`src/rtl/sirqc_pkg.sv`:
```
package sirqc_pkg;

	// register offsets, memory window and configuration space views
	localparam logic [7:0] SIRQC_MODE_MEM = 8'h48;
	localparam logic [7:0] SIRQC_EDGE_MEM = 8'h4A;
	localparam logic [7:0] SIRQC_STAT_MEM = 8'h4C;
	localparam logic [7:0] SIRQC_MODE_CFG = 8'hE0;
	localparam logic [7:0] SIRQC_EDGE_CFG = 8'hE2;
	localparam logic [7:0] SIRQC_STAT_CFG = 8'hE4;

	// mode control field layout
	localparam int SIRQC_DRIVE_BIT = 0;
	localparam int SIRQC_POLL_BIT = 1;
	localparam int SIRQC_WIDTH_LSB = 2;
	localparam logic [3:0] SIRQC_MODE_MASK = 4'h0F;
	localparam logic [15:0] SIRQC_ZERO16 = 16'h0000;

	// start frame width codes and lengths in clocks
	localparam logic [1:0] SIRQC_W_CODE4 = 2'h0;
	localparam logic [1:0] SIRQC_W_CODE6 = 2'h1;
	localparam logic [1:0] SIRQC_W_CODE8 = 2'h2;
	localparam logic [3:0] SIRQC_START_W4 = 4'h4;
	localparam logic [3:0] SIRQC_START_W6 = 4'h6;
	localparam logic [3:0] SIRQC_START_W8 = 4'h8;

	// stop frame lengths select the next polling style for peripherals
	localparam logic [3:0] SIRQC_STOP_QUIET = 4'h2;
	localparam logic [3:0] SIRQC_STOP_CONT = 4'h3;
	localparam logic [3:0] SIRQC_SLOT_LAST_PH = 4'h2;
	localparam logic [3:0] SIRQC_LAST_SLOT = 4'hF;
	localparam int SIRQC_NUM_IRQ = 16;

	typedef struct packed {
		logic wr;
		logic rd;
		logic [7:0] addr;
		logic [1:0] be;
		logic [15:0] wdata;
	} sirqc_req_t;

	typedef struct packed {
		logic ack;
		logic [15:0] rdata;
	} sirqc_rsp_t;

	typedef enum logic [7:0] {
		SIRQC_IDLE = 8'b0000_0001,
		SIRQC_START = 8'b0000_0010,
		SIRQC_SREC = 8'b0000_0100,
		SIRQC_STURN = 8'b0000_1000,
		SIRQC_SLOT = 8'b0001_0000,
		SIRQC_STOP = 8'b0010_0000,
		SIRQC_PREC = 8'b0100_0000,
		SIRQC_PTURN = 8'b1000_0000
	} sirqc_fsm_t;

	typedef struct packed {
		logic [2:0] sync1;
		logic [2:0] sync2;
		logic [3:0] mode;
		logic [15:0] edge_ctl;
		logic [15:0] stat;
		sirqc_fsm_t fsm;
		logic [3:0] cnt;
		logic [3:0] slot;
		logic pin_out;
		logic pin_oe;
		sirqc_rsp_t mem_rsp;
		sirqc_rsp_t cfg_rsp;
	} sirqc_state_t;

endpackage

```
`src/rtl/sirqc_top.sv`:
```
`timescale 1ns/1ns
// Summary of operation
// - The start frame lasts 4, 6 or 8 clocks for width codes 00, 01, 10, and 4 after reset.
// - The polling bit picks continuous operation when clear and quiet operation when set.
// - In recovery the line is driven high when the drive bit is clear, released when set.
// - Each of the sixteen lines has its own bit selecting edge (0) or level (1) handling.
// - A level-handled line signalled in the serial stream sets its status bit.
// - Writing 1 to a status bit clears it and re-arms that line for reporting.
// - A line set for edge handling never sets its status bit.
// - Mode, edge and status bits clear on link reset, global reset and power-on reset.
// - Bits 7 to 4 of the mode register are read-only zero.
// - Mode register sits at window 0x48 and config 0xE0 over one storage.
// - Edge register sits at window 0x4A and config 0xE2 over one storage.
// - Status register sits at window 0x4C and config 0xE4 over one storage.
module sirqc_top
	import sirqc_pkg::*;
(
	// clock and resets
	input wire logic clk_i,
	input wire logic rst_b_i,
	input wire logic perst_b_i,
	input wire logic global_reset_input_i,
	// memory window register port
	input wire sirqc_req_t mem_req_i,
	output sirqc_rsp_t mem_rsp_o,
	// configuration space register port
	input wire sirqc_req_t cfg_req_i,
	output sirqc_rsp_t cfg_rsp_o,
	// shared serial interrupt line
	input wire logic serirq_i,
	output logic serirq_o,
	output logic serirq_oe_o
);

	sirqc_state_t s_r;
	sirqc_state_t s_nxt;
	logic sync_clr;
	logic line_low;
	logic [15:0] set_mask;
	logic [15:0] clr_mask;
	logic [3:0] start_w;
	logic [3:0] stop_w;

	always_comb begin
		sirqc_req_t rq;
		logic [7:0] a_mode;
		logic [7:0] a_edge;
		logic [7:0] a_stat;
		sirqc_rsp_t rs;
		rq = mem_req_i;
		a_mode = SIRQC_MODE_MEM;
		a_edge = SIRQC_EDGE_MEM;
		a_stat = SIRQC_STAT_MEM;
		rs = '0;
		s_nxt = s_r;
		// the first flops feed only the second ones
		s_nxt.sync1 = {serirq_i, global_reset_input_i, perst_b_i};
		s_nxt.sync2 = s_r.sync1;
		sync_clr = s_r.sync2[1] | ~s_r.sync2[0];
		line_low = ~s_r.sync2[2];
		clr_mask = '0;
		set_mask = '0;
		// reserved width code falls back to the shortest start frame
		case (s_r.mode[SIRQC_WIDTH_LSB +: 2])
			SIRQC_W_CODE6: start_w = SIRQC_START_W6;
			SIRQC_W_CODE8: start_w = SIRQC_START_W8;
			default: start_w = SIRQC_START_W4;
		endcase
		stop_w = s_r.mode[SIRQC_POLL_BIT] ? SIRQC_STOP_QUIET : SIRQC_STOP_CONT;

		// config port first so the memory window wins a same-cycle mode or edge write
		for (int p = 1; p >= 0; p--) begin
			if (p == 1) begin
				rq = cfg_req_i;
				a_mode = SIRQC_MODE_CFG;
				a_edge = SIRQC_EDGE_CFG;
				a_stat = SIRQC_STAT_CFG;
			end else begin
				rq = mem_req_i;
				a_mode = SIRQC_MODE_MEM;
				a_edge = SIRQC_EDGE_MEM;
				a_stat = SIRQC_STAT_MEM;
			end
			rs = '0;
			rs.ack = rq.rd | rq.wr;
			if (rq.addr == a_mode) begin
				if (rq.wr && rq.be[0]) begin
					s_nxt.mode = rq.wdata[3:0] & SIRQC_MODE_MASK;
				end
				rs.rdata = {12'h000, s_r.mode};
			end else if (rq.addr == a_edge) begin
				if (rq.wr && rq.be[0]) begin
					s_nxt.edge_ctl[7:0] = rq.wdata[7:0];
				end
				if (rq.wr && rq.be[1]) begin
					s_nxt.edge_ctl[15:8] = rq.wdata[15:8];
				end
				rs.rdata = s_r.edge_ctl;
			end else if (rq.addr == a_stat) begin
				if (rq.wr) begin
					// ones clear, zeros leave bits alone
					clr_mask = clr_mask | (rq.wdata & {{8{rq.be[1]}}, {8{rq.be[0]}}});
				end
				rs.rdata = s_r.stat;
			end
			if (!rq.rd) begin
				rs.rdata = '0;
			end
			if (p == 1) begin
				s_nxt.cfg_rsp = rs;
			end else begin
				s_nxt.mem_rsp = rs;
			end
		end

		// frame sequencer
		case (s_r.fsm)
			SIRQC_IDLE: begin
				s_nxt.cnt = '0;
				if (!s_r.mode[SIRQC_POLL_BIT] || line_low) begin
					s_nxt.fsm = SIRQC_START;
				end
			end
			SIRQC_START: begin
				s_nxt.cnt = s_r.cnt + 4'h1;
				if (s_r.cnt == start_w - 4'h1) begin
					s_nxt.fsm = SIRQC_SREC;
					s_nxt.cnt = '0;
				end
			end
			SIRQC_SREC: s_nxt.fsm = SIRQC_STURN;
			SIRQC_STURN: begin
				s_nxt.fsm = SIRQC_SLOT;
				s_nxt.slot = '0;
				s_nxt.cnt = '0;
			end
			SIRQC_SLOT: begin
				// sample phase is the first clock of each slot
				if (s_r.cnt == '0 && line_low && s_r.edge_ctl[s_r.slot]) begin
					set_mask[s_r.slot] = 1'b1;
				end
				s_nxt.cnt = s_r.cnt + 4'h1;
				if (s_r.cnt == SIRQC_SLOT_LAST_PH) begin
					s_nxt.cnt = '0;
					s_nxt.slot = s_r.slot + 4'h1;
					if (s_r.slot == SIRQC_LAST_SLOT) begin
						s_nxt.fsm = SIRQC_STOP;
					end
				end
			end
			SIRQC_STOP: begin
				s_nxt.cnt = s_r.cnt + 4'h1;
				if (s_r.cnt == stop_w - 4'h1) begin
					s_nxt.fsm = SIRQC_PREC;
					s_nxt.cnt = '0;
				end
			end
			SIRQC_PREC: s_nxt.fsm = SIRQC_PTURN;
			SIRQC_PTURN: s_nxt.fsm = SIRQC_IDLE;
			default: s_nxt.fsm = SIRQC_IDLE;
		endcase

		// a set in the same cycle as a clear is kept
		s_nxt.stat = (s_r.stat & ~clr_mask) | set_mask;

		if (sync_clr) begin
			s_nxt.mode = '0;
			s_nxt.edge_ctl = '0;
			s_nxt.stat = '0;
			s_nxt.fsm = SIRQC_IDLE;
			s_nxt.cnt = '0;
		end

		// pin drive follows the next state so it leaves a flop
		s_nxt.pin_out = 1'b1;
		s_nxt.pin_oe = 1'b0;
		case (s_nxt.fsm)
			SIRQC_START, SIRQC_STOP: begin
				s_nxt.pin_out = 1'b0;
				s_nxt.pin_oe = 1'b1;
			end
			SIRQC_SREC, SIRQC_PREC: s_nxt.pin_oe = ~s_nxt.mode[SIRQC_DRIVE_BIT];
			default: s_nxt.pin_oe = 1'b0;
		endcase
	end

	always_ff @(posedge clk_i or negedge rst_b_i) begin
		if (!rst_b_i) begin
			// line bit idles high, else a false request shows right after reset
			s_r <= '{sync1: 3'h5, sync2: 3'h5, fsm: SIRQC_IDLE, pin_out: 1'b1, default: '0};
		end else begin
			s_r <= s_nxt;
		end
	end

	assign mem_rsp_o = s_r.mem_rsp;
	assign cfg_rsp_o = s_r.cfg_rsp;
	assign serirq_o = s_r.pin_out;
	assign serirq_oe_o = s_r.pin_oe;
endmodule

```
`config.mk`:
```
export PLATFORM = sky130hd
export DESIGN_NAME = sirqc_top
export DESIGN_NICKNAME = d
export VERILOG_FILES = /design/src/rtl/sirqc_pkg.sv /design/src/rtl/sirqc_top.sv
export SDC_FILE = /design/constraint.sdc
export NUM_CORES = 1
export LEC_CHECK = 0
export BUFFER_PORTS_ARGS = -buffer_cell sky130_fd_sc_hd__buf_2
export CAP_MARGIN = 10
export CORE_MARGIN = 1.5
export CORE_UTILIZATION = 40
export CTS_BUF_LIST = sky130_fd_sc_hd__clkbuf_16
export DETAILED_ROUTE_END_ITERATION = 8
export GPL_ROUTABILITY_DRIVEN = 0
export GPL_TIMING_DRIVEN = 0
export PLACE_DENSITY_LB_ADDON = 0.15
export SLEW_MARGIN = 20
export SYNTH_ARGS = -nofsm -noshare
export SYNTH_HDL_FRONTEND = slang
export SYNTH_SLANG_ARGS = --single-unit
```
`constraint.sdc`:
```
create_clock -name clk_i -period 5.8 [get_ports clk_i]
set_clock_uncertainty 0.1 [all_clocks]
set_input_delay 0.87 -clock clk_i [delete_from_list [all_inputs] [get_ports clk_i]]
set_output_delay 0.87 -clock clk_i [all_outputs]
set_load 0.03 [all_outputs]
```
# --- After elaboration in Yosys (flattened, before gate mapping) ---
# Index checks and enable logic that the tools add are counted.
# Widths: inputs -> output; s select.
totals:
  reg_bits: 94
  inputBits: 61
  output_inout_bits: 36
  elab_cells: 119
classes:
  n_addsub: 4
  order_cmp: 2
  n_eq_ne: 24
  mux: 47
  bitwise: 12
  n_reduce_logical: 16
op_table:
  columns: ["op", "count"]
  rows:
  - ["$mux 16", 23]
  - ["$pmux 8 s7", 1]
  - ["$and 16x16->16", 3]
  - ["$mux 48", 1]
  - ["$mux 8", 6]
  - ["$eq 8x7->1 const B", 5]
  - ["$or 16x16->16", 2]
  - ["$eq 8x8->1 const B", 3]
  - ["$mux 12", 2]
  - ["$eq 8x2->1 const B", 2]
  - ["$eq 8x3->1 const B", 2]
  - ["$eq 8x6->1 const B", 2]
  - ["$mux 4", 4]
  - ["$not 16->16", 1]
  - ["$pmux 4 s2", 2]
  - ["$pmux 4 s4", 1]
  - ["$add 4x1->4 const B", 2]
  - ["$eq 4x4->1", 2]
  - ["$eq 8x1->1 const B", 1]
  - ["$eq 8x4->1 const B", 1]
  - ["$eq 8x5->1 const B", 1]
  - ["$logic_and 1x1->1", 7]
  - ["$reduce_or 2->1", 3]
  - ["$lt 4x5->1 const B", 1]
  - ["20 further kinds", 27]

# --- Longest topological paths before layout ---
depth:
  word_depth: 17
  mapped_depth: 8
  depth_no_buf: 7

# --- Least setup slack after synthesis ---
# Ideal clock, no wire load.
synth_timing:
  path_kind: "input-to-reg"
  from: "in cfg_req_i[18] (netlist bit)"
  to: "reg s_r, in the netlist serirq_oe_o"
  setup_ns: 0.143
  arrival_ns: 2.373
  required_ns: 5.557
  setup_slack_ns: 3.183
  path_stages: 6
  n_path_buf: 1
  cell_sequence: "or4b_4 > buf_6 > or4_1 > o211a_1 > o2bb2ai_1 > a31oi_1"
synth_rtl:
  columns: ["item", "line_no", "source"]
  rows:
  - ["from (decl)", "sirqc_top.sv:27", "input wire sirqc_req_t cfg_req_i,"]
  - ["to (signal assigned)", "sirqc_top.sv:192", "s_r <= s_nxt;"]
  - ["to (decl)", "sirqc_top.sv:35", "sirqc_state_t s_r;"]

==> results.yml <==
status:
  outcome: "finished clean"
synthesis:
  ys.flop_type: "dfrtp_1"
  synth_compound_area_frac: 0.172
  avgSynthCellArea_sq_um: 9.89
  synth_fa_ha_area_frac: 0.0221
  synthArstFlopShare: 1.00
  ys_types: 54
  synthSimpleGateAreaFrac: 0.182
  synthXorXnorAreaFrac: 0.00686
  yosys_warnings: 0
  synth_top_family_by_area: "simple AND/OR/NAND/NOR gates"
  synth-seq-area-share: 0.462
  synth_nets: 586
  muxShareOfSynthArea: 0.0725
  synth_edf_count: 0
  ys_ff_latch: 94
  netlist_area_sq_um: 5100
  syn_inst: 516
clock_tree:
  clkTransAtPathRegs_ns: 0.07
  insertion_delay_ns: 0.35
  clkSinkCount: 94
  htreeDepth: 3
  root_buffer: "clkbuf_16"
  cts_tree: "yes"
  cts.path.max_buffers: 2
  cts_resized: 0
  numCtsBuffers: 9
  cts_setup_buffers: 0
  ctsHoldBuffers: 0
worst_hold_path:
  hold_depth: 0
  hp-class: "reg -> reg"
  min_to: "s_r[89]$_DFF_PN0_"
  hp-start: "s_nxt[89]$_DFF_PN0_"
final_layout:
  final_common_cell: "buf_2"
  synthToLayoutAreaGrowth_pct: 20.9
  fin_util: 0.493
  n_antenna_cell: 0
  drive_gt1_frac: 0.275
  instances_no_fill: 798
  post-route-cell-area_sq_um: 6170
  nets: 691
  mostFrequentLayoutCells: "buf_2, dfrtp_1, nor2_1"
  num-fill-cells: 1201
sta:
  tightest_slew_ns: 0.987
  rsz0062_at_grt: "no"
  slew_headroom: 0.337
  slew_violations: 0
  period_share: 0.457
  min_period_ns: 2.65
  tns_ns: 0
  fmax_mhz: 378
  setup_viol: 0
  hold_viol: 0
routing:
  vias: 4327
  wl_per_cell_um: 17.1
  wirelength_um: 13700
  first_pass_iters: 5
  drtIter0Drc: 330
  remaining_drc_errors: 0
  postRouteAntennaNets: 0
  vias_per_cell: 5.42
setup_path:
  r2r-start: "s_r[41]$_DFFE_PN0P_"
  cp.required_ns: 5.92
  crit_arrival_ns: 2.77
  worstRegToRegCells: 8
  r2r-end: "s_r[64]$_DFF_PN0_"
  end_kind: "flop"
  cp_max_fo: 8
  criticalPathCategory: "in -> reg"
  startpoint: "mem_req_i[20]"
  cp-start-kind: "primary input"
  r2r_slack_ns: 3.44
global_route:
  grt_max_degree: 62
  grt_pass1_wl_um: 21600
  antenna_found_initial: 0
  grt_pass1_vias: 4203
  grt-ovfl-total: 0
  grtUsageTotal: 0.213
floorplan:
  ios: 97
  dieArea_sq_um: 13400
  core_area_sq_um: 12500
  floorplan.initialDensity: 0.408
  dieWidth_um: 116
  rows: 41
  die_h_um: 116
pwr:
  p_sw_uw: 324
  combPwrFrac: 0.065
  leakagePower_nw: 2.78
  intPower_mw: 1.12
  powerDensity_nw_per_um2: 234
  fin_total_pwr_mw: 1.44
  pwr-share-seq: 0.461
  switching_share: 0.225
  p_clk_frac: 0.474
  vdd_drop_max_v: 0.000111
placed_design:
  port_buffers: 93
  placed_area_sq_um: 5820
  hpwl_um: 10300
  placedCellCount: 782
flow_run:
  cap_violations: 0
==> how the worst max path moves through the flow <==
stage / end / slack, ns / depth (start not counted)
6_report: s_r[67]$_DFF_PN0_ / 3.15 / 6
5_1_grt: s_r[67]$_DFF_PN0_ / 3.04 / 6
4_1_cts: s_r[57]$_DFF_PN0_ / 3.11 / 6
3_5_place_dp: s_r[57]$_DFF_PN0_ / 2.73 / 6
3_3_place_gp: s_r[57]$_DFF_PN0_ / 2.77 / 6
2_1_floorplan: serirq_oe_o$_DFF_PN0_ / 3.18 / 6
==> state kept, by name (all words and copies together) (netlist names) <==
name         count
cfg_rsp_o       17
serirq_o         1
mem_rsp_o       17
s_r             55
s_nxt            3
serirq_oe_o      1
==> stage by stage <==
stage | hold slack, ns | setup slack, ns
global route | 0.261 | 3.04
CTS | 0.258 | 3.11
detailed placement | 0.243 | 2.73
global placement | 0.234 | 2.77
floorplan | 0.231 | 3.18
finish | 0.255 | 3.15
==> synth_stat cells, types with 2 or more instances <==
library cell / n / area, sq um
o211ai_1: 3 / 22.5
clkbuf_1: 20 / 75.1
and2_1: 2 / 12.5
nor2_1: 83 / 312
or4_1: 2 / 15.0
a22oi_1: 41 / 308
a21o_1: 11 / 82.6
o21ai_0: 9 / 45.0
nor3_1: 8 / 40.0
a221oi_1: 10 / 87.6
o211a_1: 2 / 20.0
ha_1: 9 / 113
a21oi_1: 12 / 60.1
buf_2: 4 / 20.0
mux4_2: 4 / 90.1
nor4_1: 2 / 12.5
nor2b_1: 10 / 62.6
or2_2: 4 / 25.0
nand4_1: 7 / 43.8
dfstp_2: 6 / 158
buf_4: 36 / 270
buf_1: 2 / 7.51
nand2b_1: 13 / 81.3
or3_1: 3 / 18.8
inv_1: 10 / 37.5
nor4_4: 2 / 42.5
nand2_1: 27 / 101
mux2i_1: 28 / 280
dfrtp_1: 88 / 2200
nand3_1: 6 / 30.0
xnor2_1: 3 / 26.3
nor3b_1: 4 / 30.0
a211oi_1: 20 / 150
o21ai_1: 2 / 10.0
a31oi_1: 4 / 25.0
==> metal layers <==
| metal | routed length, um | track usage | vias up | part of all wire |
|---|---|---|---|---|
| met3 | 897 | 0.0413 | 29 | 0.066 |
| met2 | 6550 | 0.352 | 172 | 0.48 |
| met5 | 0 | 0 | - | 0 |
| met1 | 5820 | 0.265 | 2086 | 0.43 |
| li1 | - | - | 2040 | - |
| met4 | 398 | 0.116 | 0 | 0.029 |
==> final cells by class <==
class,instances,area (sq um),share of cell area
buffer,63,384,0.0622
clock buffer,9,225,0.0365
clock inverter,7,121,0.0197
inverter,10,37.5,0.00608
multi-input combinational,349,2330,0.377
sequential,94,2360,0.382
tap,172,215,0.0349
timing repair buffer,94,499,0.0809
==> critical path, cell delays in order <==
cell      delay, ns
clkbuf_1       0.34
nand2b_1       0.18
nor4_2         0.84
a22oi_1        0.25
a22oi_1        0.23
nor2_1         0.06
==> power groups by stage <==
stage          combinational (mW)  clock (mW)  sequential [mW]
6_report                   0.0938       0.684            0.665
2_1_floorplan              0.0374           0            0.679
3_3_place_gp               0.0898           0            0.677
4_1_cts                    0.0943       0.702            0.665
3_5_place_dp               0.0940           0            0.678
5_1_grt                     0.103       0.730            0.665
==> cell families after synthesis <==
| group | Yosys count |
|---|---|
| fa+ha+maj | 9 |
| buf+inv | 73 |
| simple gates | 183 |
| mux | 32 |
| flops | 94 |
| compound gates | 121 |
| xor+xnor | 4 |
No activity file was read; power rests on OpenSTA's default activity.
